$ cat src/hdl/setpoint_bank_defs.svh
// Command codes, field positions, reset values and timing for the setpoint bank
`ifndef SETPOINT_BANK_DEFS_SVH
`define SETPOINT_BANK_DEFS_SVH

// Command codes
`define CMD_OUTPUT_VOLTAGE_CEILING 8'h24
`define CMD_MARGIN_UP_TARGET 8'h25
`define CMD_MARGIN_DOWN_TARGET 8'h26
`define CMD_SETPOINT_SLEW_RATE 8'h27
`define CMD_LOAD_LINE_SLOPE 8'h28
`define CMD_LOOP_SENSE_GAIN 8'h29
`define CMD_MONITOR_SENSE_SCALE 8'h2A
`define CMD_DUTY_CYCLE_LIMIT 8'h32
`define CMD_SWITCHING_RATE 8'h33
`define CMD_INPUT_TURN_ON_LEVEL 8'h35
`define CMD_INPUT_TURN_OFF_LEVEL 8'h36
`define CMD_PHASE_SPREADING_CONFIG 8'h37
`define CMD_CURRENT_READING_OFFSET 8'h39
`define CMD_OVERVOLTAGE_FAULT_LEVEL 8'h40

// Interleave word fields
`define GROUP_ID_MSB 11
`define GROUP_ID_LSB 8
`define RAIL_COUNT_MSB 7
`define RAIL_COUNT_LSB 4
`define RAIL_POS_MSB 3
`define RAIL_POS_LSB 0

// Linear word and output mode byte fields
`define LIN_EXP_MSB 15
`define LIN_EXP_LSB 11
`define LIN_MANT_MSB 10
`define LIN_MANT_LSB 0
`define MODE_SEL_MSB 7
`define MODE_SEL_LSB 5
`define MODE_EXP_MSB 4
`define MODE_EXP_LSB 0
`define MODE_SEL_LINEAR 3'h0
`define FIX_FRAC_BITS 8

// Ceiling limit as a ratio: accepted if value * DEN <= strap * NUM
`define CEIL_RATIO_NUM 20'h0000B
`define CEIL_RATIO_DEN 20'h0000A

// Reset values
`define RST_WORD 16'h0000
`define RST_INTERLEAVE 16'h0000
`define RST_CAL_OFFSET 16'h0000

// Slew tick timing
`define SLEW_TICK_NS 1000000
`define SYS_CLK_NS 50

`endif

$ cat src/hdl/setpoint_bank_pkg.sv
// Types shared by the setpoint bank modules
package setpoint_bank_pkg;

	// Operating target selection
	typedef enum logic [1:0] {
		MARGIN_NONE,
		MARGIN_UP,
		MARGIN_DOWN
	} margin_sel_type;

	typedef logic [15:0] word_type;
	typedef logic signed [39:0] fixed_type;

endpackage : setpoint_bank_pkg

$ cat src/hdl/converter_setpoint_command_bank.sv
// Word-wide converter setpoint command bank with its regulation-side decode
// Behaviour
// - Store voltage ceiling; refuse writes above 110% of strapped output voltage.
// - Margin-up word is the voltage target when margin-up is selected.
// - Margin-down word is the voltage target when margin-down is selected.
// - Setpoint slews at the stored linear rate: volts per millisecond in linear mode, whole codes per millisecond in other modes.
// - Hold load line slope word in millivolts per ampere.
// - Hold direct-format loop sense gain word.
// - Hold direct-format monitor divider scale word.
// - Limit duty cycle to the stored linear percentage.
// - Switching frequency set from a linear word in whole kilohertz.
// - Conversion starts once input voltage reaches the turn-on level.
// - Conversion stops once input voltage falls to the turn-off level.
// - Interleave bits 11:8 give the group identifier.
// - Interleave bits 7:4 give the unit count, sync source included.
// - Interleave bits 3:0 give phase position; sync source gets zero.
// - Current offset is added to output current readings; host may only read it.
// - Output voltage above the fault level declares over-voltage.
// - Output-mode words use mode byte: 000 is linear, 4:0 exponent.
`timescale 1ns/10ps
`include "setpoint_bank_defs.svh"

module converter_setpoint_command_bank import setpoint_bank_pkg::*; #(
	parameter int SLEW_TICK_CYCLES = `SLEW_TICK_NS / `SYS_CLK_NS
) (
	input wire logic i_sys_clk,
	input wire logic i_rst_n,
	input wire logic i_clk_en,
	input wire logic [7:0] i_cmd_code,
	input wire logic i_wr_en,
	input wire word_type i_wr_data,
	input wire logic i_rd_en,
	input wire word_type i_strap_vout,
	input wire logic [7:0] i_vout_mode,
	input wire word_type i_vout_command,
	input wire margin_sel_type i_margin_sel,
	input wire word_type i_vin_reading,
	input wire word_type i_vout_reading,
	input wire word_type i_output_current_reading,
	input wire logic i_cal_offset_load,
	input wire word_type i_cal_offset_value,
	output word_type o_rd_data,
	output logic o_rd_valid,
	output logic o_cmd_nack,
	output word_type o_setpoint,
	output word_type o_load_line_slope,
	output word_type o_loop_sense_gain,
	output word_type o_monitor_sense_scale,
	output word_type o_duty_limit_pct,
	output word_type o_switch_khz,
	output logic o_conv_enable,
	output logic [3:0] o_group_id,
	output logic [3:0] o_rail_count,
	output logic [3:0] o_rail_position,
	output logic signed [39:0] o_output_current_corrected,
	output logic o_ov_fault
);

	////////////////////////////////////////////////////////////////////////////
	// Format helpers

	// Linear word to signed fixed point with eight fraction bits
	function automatic fixed_type lin_to_fixed(input word_type w);
		logic signed [4:0] e;
		logic signed [10:0] m;
		fixed_type base;
		int sh;
		e = w[`LIN_EXP_MSB:`LIN_EXP_LSB];
		m = w[`LIN_MANT_MSB:`LIN_MANT_LSB];
		base = fixed_type'(m);
		sh = int'(e) + `FIX_FRAC_BITS;
		if (sh >= 0) begin
			lin_to_fixed = base <<< sh;
		end else begin
			lin_to_fixed = base >>> (-sh);
		end
	endfunction : lin_to_fixed

	// Fixed point to whole units, saturated into an unsigned word
	function automatic word_type fixed_to_word(input fixed_type f);
		fixed_type whole;
		whole = f >>> `FIX_FRAC_BITS;
		if (whole < 0) begin
			fixed_to_word = `RST_WORD;
		end else if (whole > fixed_type'(16'hFFFF)) begin
			fixed_to_word = 16'hFFFF;
		end else begin
			fixed_to_word = whole[15:0];
		end
	endfunction : fixed_to_word

	////////////////////////////////////////////////////////////////////////////
	// Storage

	word_type ceiling_reg;
	word_type margin_up_reg;
	word_type margin_down_reg;
	word_type slew_rate_reg;
	word_type load_line_reg;
	word_type loop_gain_reg;
	word_type monitor_scale_reg;
	word_type duty_limit_reg;
	word_type switch_rate_reg;
	word_type turn_on_reg;
	word_type turn_off_reg;
	word_type interleave_reg;
	word_type cal_offset_reg;
	word_type ov_level_reg;
	word_type strap_reg;
	logic ceiling_init_reg;
	word_type rd_data_reg;
	logic rd_valid_reg;
	logic nack_reg;
	logic conv_enable_reg;
	logic ov_fault_reg;
	word_type duty_pct_reg;
	word_type switch_khz_reg;
	logic signed [39:0] output_current_corr_reg;
	logic [31:0] tick_cnt_reg;
	logic tick_reg;

	////////////////////////////////////////////////////////////////////////////
	// Command decode

	logic known_code;
	logic ro_code;
	logic ceiling_too_high;
	logic wr_accept;
	logic wr_refuse;
	word_type rd_mux;
	logic [19:0] ceil_scaled;
	logic [19:0] strap_scaled;

	// Value times ten against strap times eleven avoids a divider
	assign ceil_scaled = {4'h0, i_wr_data} * `CEIL_RATIO_DEN;
	assign strap_scaled = {4'h0, strap_reg} * `CEIL_RATIO_NUM;
	assign ceiling_too_high = (i_cmd_code == `CMD_OUTPUT_VOLTAGE_CEILING) && (ceil_scaled > strap_scaled);

	assign ro_code = (i_cmd_code == `CMD_CURRENT_READING_OFFSET);
	assign wr_accept = i_wr_en && known_code && !ro_code && !ceiling_too_high;
	assign wr_refuse = i_wr_en && !wr_accept;

	// Readback selection; unknown codes read as zero and are refused
	always_comb begin
		known_code = 1'b1;
		rd_mux = `RST_WORD;
		unique case (i_cmd_code)
			`CMD_OUTPUT_VOLTAGE_CEILING: rd_mux = ceiling_reg;
			`CMD_MARGIN_UP_TARGET: rd_mux = margin_up_reg;
			`CMD_MARGIN_DOWN_TARGET: rd_mux = margin_down_reg;
			`CMD_SETPOINT_SLEW_RATE: rd_mux = slew_rate_reg;
			`CMD_LOAD_LINE_SLOPE: rd_mux = load_line_reg;
			`CMD_LOOP_SENSE_GAIN: rd_mux = loop_gain_reg;
			`CMD_MONITOR_SENSE_SCALE: rd_mux = monitor_scale_reg;
			`CMD_DUTY_CYCLE_LIMIT: rd_mux = duty_limit_reg;
			`CMD_SWITCHING_RATE: rd_mux = switch_rate_reg;
			`CMD_INPUT_TURN_ON_LEVEL: rd_mux = turn_on_reg;
			`CMD_INPUT_TURN_OFF_LEVEL: rd_mux = turn_off_reg;
			`CMD_PHASE_SPREADING_CONFIG: rd_mux = interleave_reg;
			`CMD_CURRENT_READING_OFFSET: rd_mux = cal_offset_reg;
			`CMD_OVERVOLTAGE_FAULT_LEVEL: rd_mux = ov_level_reg;
			default: known_code = 1'b0;
		endcase
	end

	// Strap is caught while reset is held; ceiling starts at the strap value
	always_ff @(posedge i_sys_clk) begin
		if (!i_rst_n) begin
			strap_reg <= i_strap_vout;
			ceiling_init_reg <= 1'b1;
		end else if (i_clk_en) begin
			ceiling_init_reg <= 1'b0;
		end
	end

	// Register writes, one whole word per command
	always_ff @(posedge i_sys_clk) begin
		if (!i_rst_n) begin
			ceiling_reg <= `RST_WORD;
			margin_up_reg <= `RST_WORD;
			margin_down_reg <= `RST_WORD;
			slew_rate_reg <= `RST_WORD;
			load_line_reg <= `RST_WORD;
			loop_gain_reg <= `RST_WORD;
			monitor_scale_reg <= `RST_WORD;
			duty_limit_reg <= `RST_WORD;
			switch_rate_reg <= `RST_WORD;
			turn_on_reg <= `RST_WORD;
			turn_off_reg <= `RST_WORD;
			interleave_reg <= `RST_INTERLEAVE;
			ov_level_reg <= `RST_WORD;
		end else if (i_clk_en) begin
			if (ceiling_init_reg) begin
				ceiling_reg <= strap_reg;
			end
			if (wr_accept) begin
				unique case (i_cmd_code)
					`CMD_OUTPUT_VOLTAGE_CEILING: ceiling_reg <= i_wr_data;
					`CMD_MARGIN_UP_TARGET: margin_up_reg <= i_wr_data;
					`CMD_MARGIN_DOWN_TARGET: margin_down_reg <= i_wr_data;
					`CMD_SETPOINT_SLEW_RATE: slew_rate_reg <= i_wr_data;
					`CMD_LOAD_LINE_SLOPE: load_line_reg <= i_wr_data;
					`CMD_LOOP_SENSE_GAIN: loop_gain_reg <= i_wr_data;
					`CMD_MONITOR_SENSE_SCALE: monitor_scale_reg <= i_wr_data;
					`CMD_DUTY_CYCLE_LIMIT: duty_limit_reg <= i_wr_data;
					`CMD_SWITCHING_RATE: switch_rate_reg <= i_wr_data;
					`CMD_INPUT_TURN_ON_LEVEL: turn_on_reg <= i_wr_data;
					`CMD_INPUT_TURN_OFF_LEVEL: turn_off_reg <= i_wr_data;
					`CMD_PHASE_SPREADING_CONFIG: interleave_reg <= i_wr_data;
					`CMD_OVERVOLTAGE_FAULT_LEVEL: ov_level_reg <= i_wr_data;
					default: ;
				endcase
			end
		end
	end

	// Read-only offset: loaded from calibration storage, never by the host
	always_ff @(posedge i_sys_clk) begin
		if (!i_rst_n) begin
			cal_offset_reg <= `RST_CAL_OFFSET;
		end else if (i_clk_en && i_cal_offset_load) begin
			cal_offset_reg <= i_cal_offset_value;
		end
	end

	// Read answer and refusal pulses, one cycle after the request
	always_ff @(posedge i_sys_clk) begin
		if (!i_rst_n) begin
			rd_data_reg <= `RST_WORD;
			rd_valid_reg <= 1'b0;
			nack_reg <= 1'b0;
		end else if (i_clk_en) begin
			rd_valid_reg <= i_rd_en && known_code;
			nack_reg <= wr_refuse || (i_rd_en && !known_code);
			if (i_rd_en) begin
				rd_data_reg <= rd_mux;
			end
		end
	end

	////////////////////////////////////////////////////////////////////////////
	// Setpoint path

	word_type target_raw;
	word_type target_clamped;
	word_type slew_step;
	word_type slewed_level;
	logic mode_linear;
	logic signed [4:0] vout_exp;
	fixed_type rate_fixed;
	fixed_type rate_code;
	int code_shift;

	// Margin selection picks the target word
	assign target_raw = (i_margin_sel == MARGIN_UP) ? margin_up_reg :
		(i_margin_sel == MARGIN_DOWN) ? margin_down_reg : i_vout_command;
	// Ceiling wins over every target, margins included
	assign target_clamped = (target_raw > ceiling_reg) ? ceiling_reg : target_raw;

	// Non-linear modes carry no exponent, so codes are taken as whole units
	assign mode_linear = (i_vout_mode[`MODE_SEL_MSB:`MODE_SEL_LSB] == `MODE_SEL_LINEAR);
	assign vout_exp = mode_linear ? i_vout_mode[`MODE_EXP_MSB:`MODE_EXP_LSB] : 5'sh00;

	// Volts per ms into output codes per tick: scale by two to minus exponent
	assign rate_fixed = lin_to_fixed(slew_rate_reg);
	assign code_shift = -int'(vout_exp);
	assign rate_code = (code_shift >= 0) ? (rate_fixed <<< code_shift) : (rate_fixed >>> (-code_shift));
	assign slew_step = fixed_to_word(rate_code);

	// Millisecond tick for the slew; rate is whole codes per tick, so tiny rates truncate
	always_ff @(posedge i_sys_clk) begin
		if (!i_rst_n) begin
			tick_cnt_reg <= 32'h00000000;
			tick_reg <= 1'b0;
		end else if (i_clk_en) begin
			tick_reg <= (tick_cnt_reg == 32'(SLEW_TICK_CYCLES - 1));
			tick_cnt_reg <= (tick_cnt_reg == 32'(SLEW_TICK_CYCLES - 1)) ? 32'h00000000 : tick_cnt_reg + 32'h00000001;
		end
	end

	setpoint_slew u_slew (
		.i_sys_clk(i_sys_clk),
		.i_rst_n(i_rst_n),
		.i_clk_en(i_clk_en),
		.i_target(target_clamped),
		.i_step(slew_step),
		.i_tick(tick_reg),
		.o_level(slewed_level)
	);

	////////////////////////////////////////////////////////////////////////////
	// Regulation-side decode

	fixed_type vin_fixed;
	fixed_type on_fixed;
	fixed_type off_fixed;
	fixed_type output_current_sum;

	assign vin_fixed = lin_to_fixed(i_vin_reading);
	assign on_fixed = lin_to_fixed(turn_on_reg);
	assign off_fixed = lin_to_fixed(turn_off_reg);
	assign output_current_sum = lin_to_fixed(i_output_current_reading) + lin_to_fixed(cal_offset_reg);

	// Hysteresis: turn-on level starts, turn-off level stops once running
	always_ff @(posedge i_sys_clk) begin
		if (!i_rst_n) begin
			conv_enable_reg <= 1'b0;
		end else if (i_clk_en) begin
			if (!conv_enable_reg && vin_fixed >= on_fixed) begin
				conv_enable_reg <= 1'b1;
			end else if (conv_enable_reg && vin_fixed <= off_fixed) begin
				conv_enable_reg <= 1'b0;
			end
		end
	end

	// Decoded limits and readings, registered so outputs come from flops
	always_ff @(posedge i_sys_clk) begin
		if (!i_rst_n) begin
			duty_pct_reg <= `RST_WORD;
			switch_khz_reg <= `RST_WORD;
			output_current_corr_reg <= 40'sh0000000000;
			ov_fault_reg <= 1'b0;
		end else if (i_clk_en) begin
			duty_pct_reg <= fixed_to_word(lin_to_fixed(duty_limit_reg));
			switch_khz_reg <= fixed_to_word(lin_to_fixed(switch_rate_reg));
			output_current_corr_reg <= output_current_sum;
			ov_fault_reg <= (i_vout_reading > ov_level_reg);
		end
	end

	////////////////////////////////////////////////////////////////////////////
	// Outputs

	assign o_rd_data = rd_data_reg;
	assign o_rd_valid = rd_valid_reg;
	assign o_cmd_nack = nack_reg;
	assign o_setpoint = slewed_level;
	assign o_load_line_slope = load_line_reg;
	assign o_loop_sense_gain = loop_gain_reg;
	assign o_monitor_sense_scale = monitor_scale_reg;
	assign o_duty_limit_pct = duty_pct_reg;
	assign o_switch_khz = switch_khz_reg;
	assign o_conv_enable = conv_enable_reg;
	assign o_group_id = interleave_reg[`GROUP_ID_MSB:`GROUP_ID_LSB];
	assign o_rail_count = interleave_reg[`RAIL_COUNT_MSB:`RAIL_COUNT_LSB];
	assign o_rail_position = interleave_reg[`RAIL_POS_MSB:`RAIL_POS_LSB];
	assign o_output_current_corrected = output_current_corr_reg;
	assign o_ov_fault = ov_fault_reg;

endmodule : converter_setpoint_command_bank

$ cat src/hdl/setpoint_slew.sv
// Rate-limited ramp of the output voltage setpoint
`timescale 1ns/10ps
`include "setpoint_bank_defs.svh"

module setpoint_slew import setpoint_bank_pkg::*; (
	input wire logic i_sys_clk,
	input wire logic i_rst_n,
	input wire logic i_clk_en,
	input wire word_type i_target,
	input wire word_type i_step,
	input wire logic i_tick,
	output word_type o_level
);

	word_type level_reg;
	word_type level_next;
	logic [16:0] up_sum;
	logic [16:0] down_diff;
	logic going_up;
	logic going_down;

	// Step of zero means the setpoint jumps straight to target
	assign up_sum = {1'b0, level_reg} + {1'b0, i_step};
	assign down_diff = {1'b0, level_reg} - {1'b0, i_step};
	assign going_up = (i_target > level_reg);
	assign going_down = (i_target < level_reg);

	// Never overshoot: the last step lands exactly on target
	always_comb begin
		level_next = level_reg;
		if (i_step == `RST_WORD) begin
			level_next = i_target;
		end else if (i_tick && going_up) begin
			level_next = (up_sum[16] || up_sum[15:0] > i_target) ? i_target : up_sum[15:0];
		end else if (i_tick && going_down) begin
			level_next = (down_diff[16] || down_diff[15:0] < i_target) ? i_target : down_diff[15:0];
		end
	end

	// Level register
	always_ff @(posedge i_sys_clk) begin
		if (!i_rst_n) begin
			level_reg <= `RST_WORD;
		end else if (i_clk_en) begin
			level_reg <= level_next;
		end
	end

	assign o_level = level_reg;

endmodule : setpoint_slew

$ cat config.mk
export PLATFORM = sky130hd
export DESIGN_NAME = converter_setpoint_command_bank
export DESIGN_NICKNAME = d
export VERILOG_FILES = /design/src/hdl/setpoint_bank_pkg.sv /design/src/hdl/converter_setpoint_command_bank.sv /design/src/hdl/setpoint_slew.sv
export VERILOG_INCLUDE_DIRS = /design/src /design/src/hdl
export SDC_FILE = /design/constraint.sdc
export NUM_CORES = 2
export LEC_CHECK = 0
export BUFFER_PORTS_ARGS = -buffer_cell sky130_fd_sc_hd__buf_4
export CAP_MARGIN = 20
export CORE_MARGIN = 2
export CORE_UTILIZATION = 27
export CTS_CLUSTER_SIZE = 12
export DETAILED_ROUTE_END_ITERATION = 7
export GPL_ROUTABILITY_DRIVEN = 0
export GPL_TIMING_DRIVEN = 0
export PLACE_DENSITY_LB_ADDON = 0.05
export SYNTH_ARGS = -nofsm -noshare
export SYNTH_HDL_FRONTEND = slang
export SYNTH_SLANG_ARGS = --single-unit
$ cat constraint.sdc
create_clock -name i_sys_clk -period 13.65 [get_ports i_sys_clk]
set_input_delay 0.6825 -clock i_sys_clk [delete_from_list [all_inputs] [get_ports i_sys_clk]]
set_output_delay 0.6825 -clock i_sys_clk [all_outputs]
set_load 0.05 [all_outputs]
# == After elaboration in Yosys (flattened, before gate mapping) ==
# Index checks and enable logic that the tools add are counted.
# classes
mul,2
n_mux,36
order_cmp,24
addsub,22
eq_ne,17
shifts,18
reduce_logical,40
# op_table
cell,count
$mux W40,13
$sshl A11 B32 Y40,8
$sshr A11 B32 Y40,8
$mux W16,17
$neg A6 Y32,8
$pmux W16 S14,1
$eq A8 B6 Y1 const B,13
$gt A32 B17 Y1 const B,3
$lt A32 B1 Y1 const B,3
$gt A16 B16 Y1,4
$add A5 B5 Y6 const B,8
$ge A6 B1 Y1 const B,8
$add A40 B40 Y40,1
$ge A40 B40 Y1,1
$le A40 B40 Y1,1
$sshl A40 B32 Y40,1
$sshr A40 B32 Y40,1
$reduce_and A3 Y1,12
$add A32 B1 Y32 const B,1
$eq A32 B15 Y1 const B,1
$ge A32 B1 Y1 const B,1
$lt A16 B16 Y1,2
$mux W32,1
$neg A32 Y32,1
other kinds (20),41
# totals
wordCells,186
ff_bits,382
in_bits,136

# == Longest topological paths before layout ==
# depth
ltp_word,16
ltp_mapped,56
depth_no_buf,47

# == Cells and area by module ==
# From an unflattened synthesis, not the netlist that was laid out.
# unflattened
hier_cells,6155
hier_area_um2,44604.0
# by_module_without_submodules
mod,area_each_um2,n_inst,cells_per_inst
converter_setpoint_command_bank,40757.8,1,5634
setpoint_slew,3846.2,1,521

# == Least setup slack after synthesis ==
# No wires, ideal clock.
# synth_path
kind,in2reg
startpoint,input port i_vout_mode[0]
endpoint,register u_slew.level_reg[0] (netlist: u_slew.o_level[0])
stages,50
setup_slack_ns,2.624
t_arrival_ns,10.950
path_buffers,6
setup_ns,0.076
t_required_ns,13.574
cell_sequence,nor4b_1 inv_1 clkbuf_1 clkbuf_1 clkbuf_1 clkbuf_1 buf_1 ha_1 inv_1 nor2_1 nand3_1 ha_1 or4_1 nor4_1 o21ai_0 a221oi_1 a221o_1 a21oi_1 [14 not listed] o31a_1 nor2_1 xor2_1 ha_1 a21o_1 a21o_1 a21oi_1 nor2b_1 o21ai_0 nand2b_1 o21ai_0 a21oi_1 o31ai_1 nand3_1 nand2b_1 o211ai_4 mux2_1 o22ai_1
# synth_between
elab_chain_len,15
elab_cells_between_ends,25
cone_classes,add/sub: 4; order compare: 5; shift: 2; mux: 9; reduce/logical: 5
# synth_rtl
item,line_no,source
from (decl),converter_setpoint_command_bank.sv:34,"input wire logic [7:0] i_vout_mode,"
$mux W5 (*),converter_setpoint_command_bank.sv:262,assign vout_exp = mode_linear ? i_vout_mode[`MODE_EXP_MSB:`MODE_EXP_LSB] : 5'sh00;
$neg A5 Y32 (*),converter_setpoint_command_bank.sv:266,assign code_shift = -int'(vout_exp);
$neg A32 Y32,converter_setpoint_command_bank.sv:267,assign rate_code = (code_shift >= 0) ? (rate_fixed <<< code_shift) : (rate_fixed >>> (-code_shift));
$sshr A40 B32 Y40,converter_setpoint_command_bank.sv:267,
$mux W40 (*),converter_setpoint_command_bank.sv:267,
$gt A32 B17 Y1,converter_setpoint_command_bank.sv:85,end else if (whole > fixed_type'(16'hFFFF)) begin
$mux W16,converter_setpoint_command_bank.sv:85,
$mux W16 (*),converter_setpoint_command_bank.sv:83,if (whole < 0) begin
$sub A16 B16 Y17,setpoint_slew.sv:24,"assign down_diff = {1'b0, level_reg} - {1'b0, i_step};"
$lt A16 B16 Y1,setpoint_slew.sv:36,level_next = (down_diff[16] || down_diff[15:0] < i_target) ? i_target : down_diff[15:0];
$logic_or A1 B1 Y1,setpoint_slew.sv:36,
$mux W16,setpoint_slew.sv:36,
$mux W16,setpoint_slew.sv:35,end else if (i_tick && going_down) begin
$mux W16,setpoint_slew.sv:33,end else if (i_tick && going_up) begin
$mux W16,setpoint_slew.sv:31,if (i_step == `RST_WORD) begin
to (signal assigned),setpoint_slew.sv:43,level_reg <= `RST_WORD;
to (signal assigned),setpoint_slew.sv:45,level_reg <= level_next;
to (decl),setpoint_slew.sv:15,word_type level_reg;
# Every way passes the cells marked *; elsewhere a longest branch is shown, timed or not. The select of a mux whose other input is x is not followed.
# A chain may end at the register's enable or synchronous reset.

# == Worst setup path after layout ==
# layout_path
startpoint,input port i_vout_mode[6]
endpoint,register u_slew.level_reg[12] (netlist: u_slew.o_level[12])
# layout_between
elab_chain_len,16
elab_cells_between_ends,26
cone_classes,add/sub: 4; order compare: 5; shift: 2; mux: 9; reduce/logical: 6
# layout_rtl
item,line_no
$logic_not A3 Y1 (no line) (*),--
$mux W5 (*),converter_setpoint_command_bank.sv:262
$neg A5 Y32 (*),converter_setpoint_command_bank.sv:266
$neg A32 Y32,converter_setpoint_command_bank.sv:267
$sshr A40 B32 Y40,converter_setpoint_command_bank.sv:267
$mux W40 (*),converter_setpoint_command_bank.sv:267
$gt A32 B17 Y1,converter_setpoint_command_bank.sv:85
$mux W16,converter_setpoint_command_bank.sv:85
$mux W16 (*),converter_setpoint_command_bank.sv:83
$sub A16 B16 Y17,setpoint_slew.sv:24
$lt A16 B16 Y1,setpoint_slew.sv:36
$logic_or A1 B1 Y1,setpoint_slew.sv:36
$mux W16,setpoint_slew.sv:36
$mux W16,setpoint_slew.sv:35
$mux W16,setpoint_slew.sv:33
$mux W16,setpoint_slew.sv:31
# Marked as above.

==> flow_metrics.env <==
export IMPL_status="finished with violations"
export IMPL_violations="design-rule violations"
export IMPL_antenna_found_initial=6
export IMPL_clock_skew_ps=35.0
export IMPL_vias=52300
export IMPL_pre_cts_slack_ps=-2540
export IMPL_synth_flop_cell="dfxtp_1"
export IMPL_drtAntennaViolNets=0
export IMPL_maxSlewViolCount=0
export IMPL_clkLatencyLatePin_ps=660
export IMPL_leakage_nw=20.8
export IMPL_worst_pin_slew_ps=1270
export IMPL_nNetsFinal=7261
export IMPL_synthXorXnorAreaFrac_pct=2.67
export IMPL_critPathSlowestCell="nor2_1"
export IMPL_clock_path_buffers=3
export IMPL_yosysMostFrequentCell="a21oi_1"
export IMPL_critPathMaxFanout=12
export IMPL_yosys_area_share_simple_pct=22.9
export IMPL_end_kind="flop"
export IMPL_grt_max_degree=26
export IMPL_async_flop_share_pct=0
export IMPL_hpwl_um=200000
export IMPL_setup_viol_count_final=0
export IMPL_yosysTopAreaCell="dfxtp_1"
export IMPL_firstDrtPassIters=8
export IMPL_dieArea_mm2=0.171
export IMPL_io_pin_count=304
export IMPL_routed_wl_um=248000
export IMPL_critical_path_required_ps=14160
export IMPL_areaGrowthSynthToFinish_pct=16.2
export IMPL_core_area_mm2=0.167
export IMPL_synthMuxAreaShare_pct=9.93
export IMPL_viasPerCell=5.84
export IMPL_drc=4
export IMPL_max_freq_mhz=76.6
export IMPL_min_period_over_period_pct=95.7
export IMPL_htreeDepth=2
export IMPL_syn_avg_cell_area_um2=7.17
export IMPL_yosys_warnings=0
export IMPL_syn_cell_area_mm2=0.0453
export IMPL_synth_edf_count=16
export IMPL_peakVddDrop_v=0.0000937
export IMPL_rsz0062_at_grt="no"
export IMPL_ys_seq_area_share_pct=17.2
export IMPL_min_path_type="input port to flop"
export IMPL_period_needed_ps=13060
export IMPL_cts_root_buf="clkbuf_16"
export IMPL_grt_pass1_vias=49500
export IMPL_overflow=0
export IMPL_max_cap_violations=0
export IMPL_syn_nets=6872
export IMPL_wire_per_inst_um=27.7
export IMPL_grt_usage_pct=27.8
export IMPL_path_common_cell="a21oi_1"
export IMPL_cts_made_buffers=53
export IMPL_cp_start_kind="input port"
export IMPL_synth_compound_area_share_pct=28.6
export IMPL_finalPower_mw=4.33
export IMPL_synth_top_family_by_area="compound AO/OA/AOI/OAI gates"
export IMPL_r2r_slack_ps=880
export IMPL_worst_slack_ps=592
export IMPL_synth_fa_ha_area_share_pct=12.0
export IMPL_synthTopCellsByArea="dfxtp_1 16%, ha_1 11%, mux2i_1 6.9%"
export IMPL_clock_sinks=382
export IMPL_grt_pass1_wl_um=354000
export IMPL_netlist_instances=6318
export IMPL_largest_reg_flops=40
export IMPL_die_h_um=414
export IMPL_cts_hold_buffers=0
export IMPL_powerDensity_mw_per_mm2=82.2
export IMPL_initial_utilization_pct=27.2
export IMPL_slowest_delay_ps=760
export IMPL_relSlewSlack_pct=14.9
export IMPL_io_buffers=298
export IMPL_synth_top_area_share_pct=16.2
export IMPL_drive_gt1_share_pct=9.56
export IMPL_cts_tree="built"
export IMPL_drtIter0Drc=5430
export IMPL_crit_arrival_ps=13570
export IMPL_synth_cell_type_count=116
export IMPL_crit_type="input port to flop"
export IMPL_synth_seq_cells=382
export IMPL_dieWidth_um=414
export IMPL_path_clk_slew_ps=60
export IMPL_synth_common_cells="625 x a21oi_1, 617 x nand2_1, 598 x nor2_1"
export IMPL_finalHoldViolCount=0
export IMPL_row_count=150
power breakdown:
| part | switching (mW) | internal, mW |
|---|---|---|
| Clock | 0.607 | 0.852 |
| Sequential | 0.0417 | 1.15 |
| Combinational | 1.07 | 0.608 |
layout by cell type (no fill, tap or decap), types with 68 or more instances in the layout:
| cell | synthesis | layout |
|---|---|---|
| dfxtp_1 | 366 | 366 |
| a21oi_1 | 625 | 624 |
| a21o_1 | 85 | 85 |
| nand4_1 | 83 | 83 |
| ha_1 | 393 | 393 |
| a211oi_1 | 99 | 97 |
| nor2_1 | 598 | 597 |
| nor2b_1 | 108 | 108 |
| mux2i_1 | 314 | 312 |
| xnor2_1 | 84 | 84 |
| nand2_1 | 617 | 617 |
| o21ai_0 | 447 | 446 |
| buf_4 | 15 | 328 |
| clkbuf_1 | 384 | 381 |
| inv_1 | 287 | 286 |
| a31oi_1 | 68 | 68 |
| a22oi_1 | 105 | 105 |
| nor3_1 | 166 | 161 |
| nand3_1 | 289 | 289 |
through the flow:
step	cells	setup TNS, ps	area [um2]	util [%]	hold slack, ps
2_1_floorplan	6318	0	45300	-	445
3_3_place_gp	8820	-54400	50300	30.2	454
3_5_place_dp	8849	-39580	50700	30.4	462
4_1_cts	8944	0	52500	31.5	171
5_1_grt	8954	0	52700	31.6	194
6_report	8955	0	52700	31.6	211
cell families after synthesis:
logic type | after synthesis
compound gates | 2023
xor+xnor | 135
fa+ha+maj | 419
buf+inv | 773
flops | 382
mux | 390
simple gates | 2196
critical path: cells and delay by family:
family                   cells  cell delay, ps
buffers and inverters       13            4290
AO/OA/AOI/OAI               21            3900
AND/OR/NAND/NOR             11            2950
adder cells (fa/ha/maj)      3            1050
multiplexers                 1             350
XOR/XNOR                     1             260
metal layers:
metal	vias up	global-route usage [%]	wire [um]
met4	0	11.4	11800
met2	2338	44.4	111000
li1	24100	-	-
met1	25400	37.5	109000
met3	484	3.48	16500
met5	-	0	0
worst paths after layout:
path	startpoint	end	cells after the start
setup / recovery	i_vout_mode[6]	u_slew.o_level[12]$_SDFFE_PN0P_	50
hold / removal	i_strap_vout[6]	strap_reg[6]$_DFFE_PN_	1
setup reg to reg	slew_rate_reg[14]$_SDFFE_PN0P_	u_slew.o_level[12]$_SDFFE_PN0P_	50
hold reg to reg	o_duty_limit_pct[13]$_SDFFE_PN0P_	o_duty_limit_pct[13]$_SDFFE_PN0P_	2
repair_timing:
item | CTS | global route
resized for setup | 10 | 26
setup buffers | 0 | 2
endpoints found under the setup margin | 16 | 16
pin swaps | 1 | 1
endpoints found under the hold margin | 0 | 0
cell type report:
| class | instances | area (um2) |
|---|---|---|
| diodes | 3 | 7.51 |
| plain buffers | 469 | 1900 |
| clock buffers | 73 | 1550 |
| clock inverters | 23 | 236 |
| fillers | 18500 | 114000 |
| inverters | 303 | 1140 |
| multi-input cells | 5163 | 34600 |
| flip-flops and latches | 382 | 7810 |
| well taps | 2204 | 2760 |
| repair buffers | 335 | 2640 |
Note: power is estimated with default switching activity, not from simulation.
